--- config.mk ---
export PLATFORM = sky130hd
export DESIGN_NAME = cefm_top
export DESIGN_NICKNAME = d
export VERILOG_FILES = /design/src/cefm_pkg.sv /design/src/cefm_evt_if.sv /design/src/cefm_flag_bank.sv /design/src/cefm_int_pulse.sv /design/src/cefm_top.sv
export VERILOG_INCLUDE_DIRS = /design/src /design/src/src
export SDC_FILE = /design/constraint.sdc
export NUM_CORES = 1
export LEC_CHECK = 0
export ABC_AREA = 1
export BUFFER_PORTS_ARGS = -buffer_cell sky130_fd_sc_hd__clkbuf_2
export CAP_MARGIN = 20
export CORE_ASPECT_RATIO = 1.2
export CORE_MARGIN = 1
export CORE_UTILIZATION = 55
export CTS_CLUSTER_DIAMETER = 200
export CTS_CLUSTER_SIZE = 28
export DETAILED_ROUTE_END_ITERATION = 8
export GPL_TIMING_DRIVEN = 0
export PLACE_DENSITY_LB_ADDON = 0.12
export SLEW_MARGIN = 20
export SYNTH_ARGS = -nofsm -noshare
export SYNTH_HDL_FRONTEND = slang
export SYNTH_SLANG_ARGS = --single-unit
--- constraint.sdc ---
create_clock -name clk_sys -period 1.88 [get_ports clk_sys]
set_input_delay 0.094 -clock clk_sys [delete_from_list [all_inputs] [get_ports clk_sys]]
set_output_delay 0.094 -clock clk_sys [all_outputs]
set_load 0.02 [all_outputs]
--- src/cefm_regs.svh ---
// Purpose: register offsets, field layout, reset values and timing counts
//          of the charger event flag and mask bank
// Assumes: 100 MHz system clock
// Notes:   definitions only
`ifndef CEFM_REGS_SVH
`define CEFM_REGS_SVH

// ----------------------------------------------------------------------
// register offsets
// ----------------------------------------------------------------------
`define CEFM_ADDR_FLAGS_A 8'h26
`define CEFM_ADDR_FLAGS_B 8'h27
`define CEFM_ADDR_MASKS_A 8'h28
`define CEFM_ADDR_MASKS_B 8'h29
`define CEFM_ADDR_MASKS_C 8'h2a

// ----------------------------------------------------------------------
// field layout and reset values
// ----------------------------------------------------------------------
`define CEFM_BIT_INPUT_A_OVERVOLT 0
`define CEFM_BIT_SYS_SHORT 7
`define CEFM_BIT_SYS_OVERVOLT 6
`define CEFM_BIT_THERMAL_SHUTDOWN 2
`define CEFM_FLAGS_B_USED 8'hc4
`define CEFM_MASKS_A_WRITABLE 8'hff
`define CEFM_MASKS_B_WRITABLE 8'hd7
`define CEFM_MASKS_C_WRITABLE 8'h7f
`define CEFM_MASK_RESET 8'h00
// protection vector positions
`define CEFM_PROT_INPUT_A_OVERVOLT 0
`define CEFM_PROT_SYS_SHORT 1
`define CEFM_PROT_SYS_OVERVOLT 2
`define CEFM_PROT_THERMAL 3
`define CEFM_PROT_COUNT 4

// ----------------------------------------------------------------------
// timing
// ----------------------------------------------------------------------
`define CEFM_CLK_PERIOD_NS 10
`define CEFM_INT_PULSE_NS 100
`define CEFM_INT_PULSE_CYC ((`CEFM_INT_PULSE_NS + `CEFM_CLK_PERIOD_NS - 1) / `CEFM_CLK_PERIOD_NS)

`endif

--- src/cefm_pkg.sv ---
// Purpose: shared types of the charger event flag and mask bank
// Assumes: nothing
// Notes:   offsets and counts live in cefm_regs.svh
package cefm_pkg;

    // ------------------------------------------------------------------
    // interrupt pulse sequencer states
    // ------------------------------------------------------------------
    typedef enum logic [0:0] {
        CEFM_IDLE = 1'b0,
        CEFM_PULSE = 1'b1
    } cefm_int_state_type;

    // flag bank state
    typedef struct packed {
        logic [3:0] prev;
        logic [3:0] flags;
    } cefm_flag_state_type;

    // interrupt sequencer state
    typedef struct packed {
        cefm_int_state_type state;
        logic [15:0] cnt;
        logic pend;
        logic intN;
    } cefm_int_pulse_type;

    // register file state
    typedef struct packed {
        logic [7:0] masksA;
        logic [7:0] masksB;
        logic [7:0] masksC;
        logic [7:0] rdData;
    } cefm_regs_type;

endpackage

--- src/cefm_evt_if.sv ---
// Purpose: carries unmasked events from the register file to the sequencer
// Assumes: one clock domain
// Notes:   one bit per event source
`timescale 1ns/1ps
`default_nettype none
interface cefm_evt_if #(parameter int W = 28);
    logic [W-1:0] evt; // unmasked one-cycle events
    modport src (output evt);
    modport dst (input evt);
endinterface
`default_nettype wire

--- src/cefm_flag_bank.sv ---
// Purpose: sticky protection flags set on condition entry
// Assumes: levels synchronous to clk_sys
// Notes:   a read clears a flag only once its condition is gone
`timescale 1ns/1ps
`default_nettype none
module cefm_flag_bank
    import cefm_pkg::*;
#(
    parameter int W = 4
)
(
    // clock and reset
    input wire logic clk_sys,
    input wire logic rst_n,
    // condition levels and read clears
    input wire logic [3:0] level,
    input wire logic [3:0] clearReq,
    // flag state
    output logic [3:0] flags,
    output logic [3:0] rise
);
`include "cefm_regs.svh"

    cefm_flag_state_type s; // registered state
    cefm_flag_state_type next_s; // next state

    // ------------------------------------------------------------------
    // entry detection and sticky flags
    // ------------------------------------------------------------------
    assign rise = level & ~s.prev;
    assign flags = s.flags;

    // a new entry wins over a clear in the same cycle
    always_comb
    begin
        next_s = s;
        next_s.prev = level;
        next_s.flags = (s.flags & ~(clearReq & ~level)) | rise;
    end

    // register the state
    always_ff @(posedge clk_sys)
    begin
        if (!rst_n)
            s <= '0;
        else
            s <= next_s;
    end
endmodule // cefm_flag_bank
`default_nettype wire

--- src/cefm_int_pulse.sv ---
// Purpose: turns unmasked events into active-low interrupt pulses
// Assumes: events are one-cycle pulses
// Notes:   events during a pulse are remembered and replayed
`timescale 1ns/1ps
`default_nettype none
module cefm_int_pulse
    import cefm_pkg::*;
#(
    parameter int PULSE_CYC = 10
)
(
    // clock and reset
    input wire logic clk_sys,
    input wire logic rst_n,
    // unmasked events
    cefm_evt_if.dst evtIf,
    // interrupt output, low during a pulse
    output var logic intN
);

    cefm_int_pulse_type s; // registered state
    cefm_int_pulse_type next_s; // next state
    logic anyEvt; // some unmasked event this cycle

    assign anyEvt = |evtIf.evt;
    assign intN = s.intN;

    // ------------------------------------------------------------------
    // pulse sequencer
    // ------------------------------------------------------------------
    always_comb
    begin
        next_s = s;
        case (s.state)
            // start a pulse on a new or remembered event
            CEFM_IDLE:
            begin
                if (anyEvt || s.pend)
                begin
                    next_s.state = CEFM_PULSE;
                    next_s.cnt = 16'(PULSE_CYC - 1);
                    next_s.pend = 1'b0;
                    next_s.intN = 1'b0;
                end
            end
            // hold low, remember later events
            CEFM_PULSE:
            begin
                if (anyEvt)
                    next_s.pend = 1'b1;
                if (s.cnt == 16'h0000)
                begin
                    next_s.state = CEFM_IDLE;
                    next_s.intN = 1'b1;
                end
                else
                    next_s.cnt = s.cnt - 16'h0001;
            end
            default:
            begin
                next_s.state = CEFM_IDLE;
                next_s.intN = 1'b1;
            end
        endcase
    end

    // register the state
    always_ff @(posedge clk_sys)
    begin
        if (!rst_n)
        begin
            s.state <= CEFM_IDLE;
            s.cnt <= 16'h0000;
            s.pend <= 1'b0;
            s.intN <= 1'b1;
        end
        else
            s <= next_s;
    end
endmodule // cefm_int_pulse
`default_nettype wire

--- src/cefm_top.sv ---
// Purpose: charger event flag and interrupt mask register bank
// Assumes: register port is the parallel side of the serial-bus engine;
//          event and condition inputs synchronous to clk_sys
// Notes:   read data is valid on the cycle after regRead
`timescale 1ns/1ps
`default_nettype none
module cefm_top
    import cefm_pkg::*;
#(
    parameter int INT_PULSE_CYC = 10
)
(
    // clock and reset
    input wire logic clk_sys,
    input wire logic rst_n,
    input wire logic regResetCmd,
    // register port
    input wire logic [7:0] regAddr,
    input wire logic regWrite,
    input wire logic [7:0] regWrData,
    input wire logic regRead,
    output logic [7:0] regRdData,
    // protection condition levels
    input wire logic inputAOvervoltLevel,
    input wire logic sysShortLevel,
    input wire logic sysOvervoltLevel,
    input wire logic thermalShutdownLevel,
    // charger events, one-cycle pulses, laid out as the mask bits
    input wire logic [7:0] chargerEvtA,
    input wire logic [7:0] chargerEvtB,
    input wire logic [7:0] chargerEvtC,
    // interrupt, low during a pulse
    output logic intN
);
`include "cefm_regs.svh"

    cefm_regs_type s; // registered state
    cefm_regs_type next_s; // next state
    logic [3:0] protLevel; // condition levels
    logic [3:0] clearReq; // read clears
    logic [3:0] flags; // sticky flags
    logic [3:0] rise; // condition entries
    logic [7:0] flagsA; // first flag register image
    logic [7:0] flagsB; // second flag register image

    cefm_evt_if #(.W(28)) evtIf ();

    // ------------------------------------------------------------------
    // protection flags
    // ------------------------------------------------------------------
    assign protLevel = {thermalShutdownLevel, sysOvervoltLevel, sysShortLevel,
        inputAOvervoltLevel};

    // reading a flag register asks to clear its flags
    assign clearReq[0] = regRead && (regAddr == `CEFM_ADDR_FLAGS_A);
    assign clearReq[3:1] = {3{regRead && (regAddr == `CEFM_ADDR_FLAGS_B)}};

    cefm_flag_bank #(.W(4)) flagBank (
        .clk_sys(clk_sys),
        .rst_n(rst_n),
        .level(protLevel),
        .clearReq(clearReq),
        .flags(flags),
        .rise(rise)
    );

    // register images, unused bits zero
    always_comb
    begin
        flagsA = 8'h00;
        flagsB = 8'h00;
        flagsA[`CEFM_BIT_INPUT_A_OVERVOLT] = flags[`CEFM_PROT_INPUT_A_OVERVOLT];
        flagsB[`CEFM_BIT_SYS_SHORT] = flags[`CEFM_PROT_SYS_SHORT];
        flagsB[`CEFM_BIT_SYS_OVERVOLT] = flags[`CEFM_PROT_SYS_OVERVOLT];
        flagsB[`CEFM_BIT_THERMAL_SHUTDOWN] = flags[`CEFM_PROT_THERMAL];
    end

    // ------------------------------------------------------------------
    // event gating
    // ------------------------------------------------------------------
    // a set mask bit blocks its event; protection entries always pass
    // reserved event bits never reach the sequencer
    assign evtIf.evt = {rise,
        chargerEvtC & `CEFM_MASKS_C_WRITABLE & ~s.masksC,
        chargerEvtB & `CEFM_MASKS_B_WRITABLE & ~s.masksB,
        chargerEvtA & `CEFM_MASKS_A_WRITABLE & ~s.masksA};

    cefm_int_pulse #(.PULSE_CYC(INT_PULSE_CYC)) intPulse (
        .clk_sys(clk_sys),
        .rst_n(rst_n),
        .evtIf(evtIf),
        .intN(intN)
    );

    // ------------------------------------------------------------------
    // register file
    // ------------------------------------------------------------------
    assign regRdData = s.rdData;

    always_comb
    begin
        next_s = s;
        // writes touch only writable bits
        if (regResetCmd)
        begin
            next_s.masksA = `CEFM_MASK_RESET;
            next_s.masksB = `CEFM_MASK_RESET;
            next_s.masksC = `CEFM_MASK_RESET;
        end
        else if (regWrite && regAddr == `CEFM_ADDR_MASKS_A)
            next_s.masksA = regWrData & `CEFM_MASKS_A_WRITABLE;
        else if (regWrite && regAddr == `CEFM_ADDR_MASKS_B)
            next_s.masksB = regWrData & `CEFM_MASKS_B_WRITABLE;
        else if (regWrite && regAddr == `CEFM_ADDR_MASKS_C)
            next_s.masksC = regWrData & `CEFM_MASKS_C_WRITABLE;
        // read data, unmapped offsets read zero
        if (!regRead)
            next_s.rdData = s.rdData;
        else if (regAddr == `CEFM_ADDR_FLAGS_A)
            next_s.rdData = flagsA;
        else if (regAddr == `CEFM_ADDR_FLAGS_B)
            next_s.rdData = flagsB;
        else if (regAddr == `CEFM_ADDR_MASKS_A)
            next_s.rdData = s.masksA;
        else if (regAddr == `CEFM_ADDR_MASKS_B)
            next_s.rdData = s.masksB;
        else if (regAddr == `CEFM_ADDR_MASKS_C)
            next_s.rdData = s.masksC;
        else
            next_s.rdData = 8'h00;
    end

    // register the state
    always_ff @(posedge clk_sys)
    begin
        if (!rst_n)
            s <= '0;
        else
            s <= next_s;
    end
endmodule // cefm_top
`default_nettype wire
---- Word level (Yosys, flattened, before mapping) ----
Cells that the tools add are included.
operators by class
  add/subtract/negate cells ............... 1
  eq/ne operators ......................... 9
  mux-type cells .......................... 11
  bitwise gates (word level) .............. 17
  reductions and logical operators ........ 14
operators with widths
  cell                     count
  $eq A8 B6 Y1 const B     5
  $pmux W19 S2             1
  $mux W8                  4
  $reduce_or A28 Y1        1
  $mux W19                 1
  $and A8 B8 Y8            2
  $logic_not A16 Y1        1
  $mux W16                 1
  $not A8 Y8               2
  $sub A16 B1 Y16 const B  1
  $and A4 B4 Y4            3
  $not A4 Y4               3
  $and A7 B8 Y8            1
  $not A7 Y8               1
  $reduce_and A2 Y1        4
  $mux W7                  1
  $ne A2 B2 Y1 const B     3
  $logic_and A1 B1 Y1      5
  $not A1 Y1               4
  $or A4 B4 Y4             1
  $mux W1                  3
  $reduce_and A3 Y1        1
  $ne A2 B1 Y1 const B     1
  $reduce_or A2 Y1         1
  $logic_or A1 B1 Y1       1
storage, ports and cells
  register bits after elaboration ......... 56
  input port bits ......................... 49
  output and inout port bits .............. 9
  word-level logic and storage cells ...... 62

---- Logic depth before layout (Yosys ltp) ----
  word-level depth ........................ 6
  depth in mapped cells ................... 12
  mapped depth without buffers ............ 11

---- Modules after synthesis ----
Synthesis repeated with hierarchy kept, for this count alone.
unflattened totals
  cell total of the unflattened synthesis .. 524
  area total of the unflattened synthesis .. 3337.0 um^2
by module, submodules not included
  module          times used  cells each  area each (um^2)
  cefm_top        1           257         1695.4
  cefm_int_pulse  1           218         1306.3
  cefm_flag_bank  1           49          335.3

---- Worst setup path after synthesis ----
No wires, ideal clock.
  path kind ............................... reg2reg
  start point ............................. register intPulse.s[3] (netlist name)
  end point ............................... register intPulse.s[17] (netlist name)
  library setup time ...................... 0.131 ns
  arrival time ............................ 1.287 ns
  required time ........................... 1.749 ns
  slack ................................... 0.462 ns
  cell stages (with the launch flop) ...... 11
  buffers on the path ..................... 1
  period minus slack after synthesis ...... 1.418 ns
  cells stage by stage .................... dfxtp_1 inv_1 ha_1 nand2_2 nor2_4 nand2_4 nand2_8 nand2_2 buf_6 nand2_1 a21oi_2
between the ends
  cells in the longest elaborated chain, start to end .. 3
RTL lines
  element                                                      RTL line                                    source
  from (decl)                                                  cefm_int_pulse.sv:21                        cefm_int_pulse_type s;
  from (signal assigned)                                       cefm_int_pulse.sv:78                        s <= next_s;
  $sub A16 B1 Y16 / $logic_not A16 Y1 (equally long branches)  cefm_int_pulse.sv:57, cefm_int_pulse.sv:51
  $mux W16 / $ne A2 B2 Y1 (equally long branches)              --
  $pmux W19 S2 / $reduce_and A2 Y1 (equally long branches)     --
Several ways; a longest one is shown, not always the timed one. The select of a mux whose other input is x is not followed.
A chain may end at the register's enable or synchronous reset.

---- Worst setup path in the final report ----
  start point ............................. register s[18] (netlist name)
  end point ............................... register intPulse.s[15] (netlist name)
between the ends
  cells in the longest elaborated chain, start to end .. 6
RTL lines
  element                      RTL line              source
  from (decl)                  cefm_top.sv:37        cefm_regs_type s;
  from (signal assigned)       cefm_top.sv:139       s <= next_s;
  $not A8 Y8                   cefm_top.sv:85        chargerEvtB & `CEFM_MASKS_B_WRITABLE & ~s.masksB,
  $and A8 B8 Y8                cefm_top.sv:85
  $reduce_or A28 Y1            cefm_int_pulse.sv:25  assign anyEvt = |evtIf.evt;
  $logic_or A1 B1 Y1           cefm_int_pulse.sv:38  if (anyEvt || s.pend)
  $ne A2 B1 Y1 (no line)       --
  $reduce_and A2 Y1 (no line)  --
No other way between the ends.

==> run_results.csv <==
group,metric,value,unit
min_path,holdCritStartpoint,"sysOvervoltLevel",
worst_setup_path,critPathCaptureType,"flop",
logic_synthesis,syn_nets,476,
clocking,htree_levels,2,
min_path,holdPathStages,3,
min_path,hold_path.class,"input pin to flop",
worst_setup_path,cp_data_required_time,2050,ps
timing,period_minus_slack,1635,ps
worst_setup_path,reg2regPathDepth,12,
floorplan,die_h,82.61,um
timing,rsz0062_at_grt,"false",
min_path,min_to,"flagBank.s[6]$_SDFF_PN0_",
finish,nNetsFinal,539,
timing,slew_headroom,0.6320,
power_and_ir_drop,power_density,766.2,mW/mm2
power_and_ir_drop,p_leak,1.519,nW
route,wl,6906,um
logic_synthesis,yosysSeqAreaShare,0.3765,
logic_synthesis,synth-seq-cells,56,
floorplan,dieWidth,69.17,um
global_routing,grt_pass1_wl,11630,um
placement,routabilityCongestion,0.9182,
worst_setup_path,rrSetupSlack,250,ps
global_routing,grt_overflow_total,0,
timing,tightest_slew,547.8,ps
worst_setup_path,cp_cell_sequence,"inv_1 > nand2_1 > nand2_1 > nor2_1 > nand2_1 > nor2_2 > nand2_2 > nand2_4 > nand2_2 > buf_6 > nand2_1 > a21oi_1",
floorplan,io_pins,58,
clocking,postCtsSetupRepairBufs,0,
route,vias_per_cell,5.098,
timing,post-route-period-util,0.8694,
clocking,clkLatencyLatePin,310,ps
clocking,clockBufferDepth,2,
global_routing,antenna_found_initial,0,
logic_synthesis,syn_avg_cell_area,6.990,um2
placement,placed_area,0.003321,mm2
finish,num_antenna_cells,0,
route,vias,2814,
timing,clock.fmax,611.8,MHz
timing,hold_violations,0,
floorplan,design.core.area,0.005261,mm2
logic_synthesis,netlist_instances,426,
worst_setup_path,critPathLaunchType,"flop",
power_and_ir_drop,ir_drop,0.0006469,V
timing,maxSlewViolCount,0,
placement,hpwlAfterDp,5398,um
floorplan,initial_core_util,0.5660,
worst_setup_path,reg2reg_from,"s[18]$_SDFFE_PP0P_",
job,cap_violations,0,
timing,setup_viol,0,
finish,drive_above_1_share,0.2347,
worst_setup_path,critPathKind,"flop to flop",
worst_setup_path,arrival,1810,ps
route,drc,0,
floorplan,dieArea,0.005714,mm2
global_routing,globalRouteTotalUtil,0.2581,
timing,finClkSkew,7.454,ps
finish,fillers,501,
logic_synthesis,syn_area,0.002978,mm2
worst_setup_path,cp_common_cell,"nand2_1",
run_status,status,"finished, final reports clean",
clocking,cts_tree,"done",
route,drt_iter0_markers,110,
route,ant_nets,0,
logic_synthesis,yosysWarnings,0,
finish,final_area,0.003445,mm2
clocking,clock-sinks,56,
clocking,numCtsBuffers,5,
worst_setup_path,crit_path_max_incr_delay,340,ps
worst_setup_path,critPathMaxFanout,10,
route,wl_per_cell,12.51,um
clocking,cts_root_buf,"clkbuf_8",
floorplan,num_rows,29,
global_routing,grt_pass1_vias,2653,
placement,portBuffers,53,
clocking,clk_pin_slew,100,ps
worst_setup_path,timing.rr.end,"intPulse.s[15]$_SDFFE_PN0P_",
worst_setup_path,cpMaxStageDelayCell,"dfxtp_1",
route,dr.pass1.iters,4,
global_routing,grt_max_degree,17,
timing,setup_tns,0,ps
finish,syn_to_final_growth,15.67,%
logic_synthesis,yosysUniqueCellTypes,39,
-- how the worst max path moves through the flow --
| stage | start | end | depth (start not counted) |
|---|---|---|---|
| finish | s[18]$_SDFFE_PP0P_ | intPulse.s[15]$_SDFFE_PN0P_ | 12 |
| global route | s[18]$_SDFFE_PP0P_ | intPulse.s[11]$_SDFFE_PN0P_ | 12 |
| CTS | intPulse.s[3]$_SDFFE_PN0P_ | intPulse.s[13]$_SDFFE_PN0P_ | 10 |
| detailed placement | intPulse.s[3]$_SDFFE_PN0P_ | intPulse.s[13]$_SDFFE_PN0P_ | 10 |
| global placement | s[18]$_SDFFE_PP0P_ | intPulse.s[15]$_SDFFE_PN0P_ | 12 |
| floorplan | intPulse.s[3]$_SDFFE_PN0P_ | intPulse.s[17]$_SDFFE_PN0P_ | 10 |
-- through the flow --
stage	std cells	hold slack, ps	power, W	utilization	setup slack (ps)
global placement	541	287.2	0.001970	0.6312	307.9
detailed placement	541	296.5	0.001983	0.6312	285.2
CTS	552	5.248	0.002654	0.6547	268.3
finish	552	3.021	0.002639	0.6547	245.5
global route	552	30.04	0.002798	0.6547	86.78
floorplan	426	187.5	0.001816	-	462.4
-- cells in the mapped netlist (all sizes together) --
master / n / area (um2)
or2: 2 / 12.51
nand3: 22 / 135.1
clkbuf: 5 / 18.77
a211oi: 4 / 35.03
and2: 1 / 7.510
a21oi: 45 / 229.0
o21ai: 26 / 130.1
nand4: 3 / 18.77
xor2: 8 / 70.07
ha: 1 / 12.51
nor3: 7 / 51.30
nor2: 59 / 254.0
xnor2: 5 / 43.79
o211ai: 3 / 22.52
a31oi: 1 / 6.260
o221ai: 1 / 8.760
nor3b: 1 / 7.510
dfxtp: 56 / 1121
nand2: 110 / 464.2
buf: 15 / 132.6
inv: 48 / 180.2
o22ai: 2 / 12.51
clkinv: 1 / 3.750
-- layout by cell type (no fill, tap or decap), types with 7 or more instances in the layout --
master / count
nand2_1: 101
xor2_1: 8
o21ai_0: 18
inv_2: 10
clkbuf_2: 53
dfxtp_1: 56
nor2_2: 7
nor2_1: 50
buf_4: 8
nand3_1: 17
o21ai_1: 8
inv_1: 38
a21oi_1: 44
-- flip-flops by register name, summed over array words and instances, names as in the netlist --
signal,flops
regRdData,8
flagBank.flags,4
intPulse.intN,1
intPulse.s,18
s,21
flagBank.s,4
-- report_power, final --
group / total, W / internal [W] / leakage [nW] / switching [W]
Sequential: 0.00129 / 0.00124 / 0.456 / 0.0000511
Clock: 0.000680 / 0.000300 / 0.0445 / 0.000380
Combinational: 0.000668 / 0.000270 / 1.02 / 0.000398
Total: 0.00264 / 0.00181 / 1.52 / 0.000829
-- routing by layer --
layer / track usage / routed length [um] / vias up
met3: 0.04126 / 212 / 12
li1: - / - / 1481
met1: 0.2828 / 2923 / 1265
met4: 0.09796 / 157 / 0
met2: 0.5029 / 3612 / 56
met5: 0 / 0 / -
-- critical path, delay by kind of cell, from the launching register on --
| kind | cells | cell delay (ps) |
|---|---|---|
| buffers and inverters | 2 | 210 |
| DFF | 1 | 340 |
| and+or+nand+nor | 9 | 910 |
| AOI/OAI and AO/OA | 1 | 50 |
-- cells by family (layout without fill, tap and decap cells) --
| family | Yosys count | in the layout | share of synthesized area |
|---|---|---|---|
| XOR/XNOR | 13 | 13 | 0.03824 |
| buffers and inverters | 69 | 133 | 0.1126 |
| adder cells (fa/ha/maj) | 1 | 1 | 0.004201 |
| AO/OA/AOI/OAI | 82 | 82 | 0.1492 |
| flip-flops | 56 | 56 | 0.3765 |
| AND/OR/NAND/NOR | 205 | 205 | 0.3193 |
-- timing repair --
item	CTS	global route
gates resized for setup	0	0
endpoints found under the hold margin	3	0
hold buffers	3	0
-- final cells by class --
class                      instances  area [um2]  area share
buffer                            20       151.4     0.04395
clock buffer                       7       86.33     0.02506
sequential                        56        1121      0.3255
timing repair buffer              56       295.3     0.08572
multi-input combinational        301        1521      0.4417
tap                               62       77.57     0.02252
inverter                          49       183.9     0.05340
clock inverter                     1       7.507    0.002179
No activity file was read; power rests on OpenSTA's default activity.
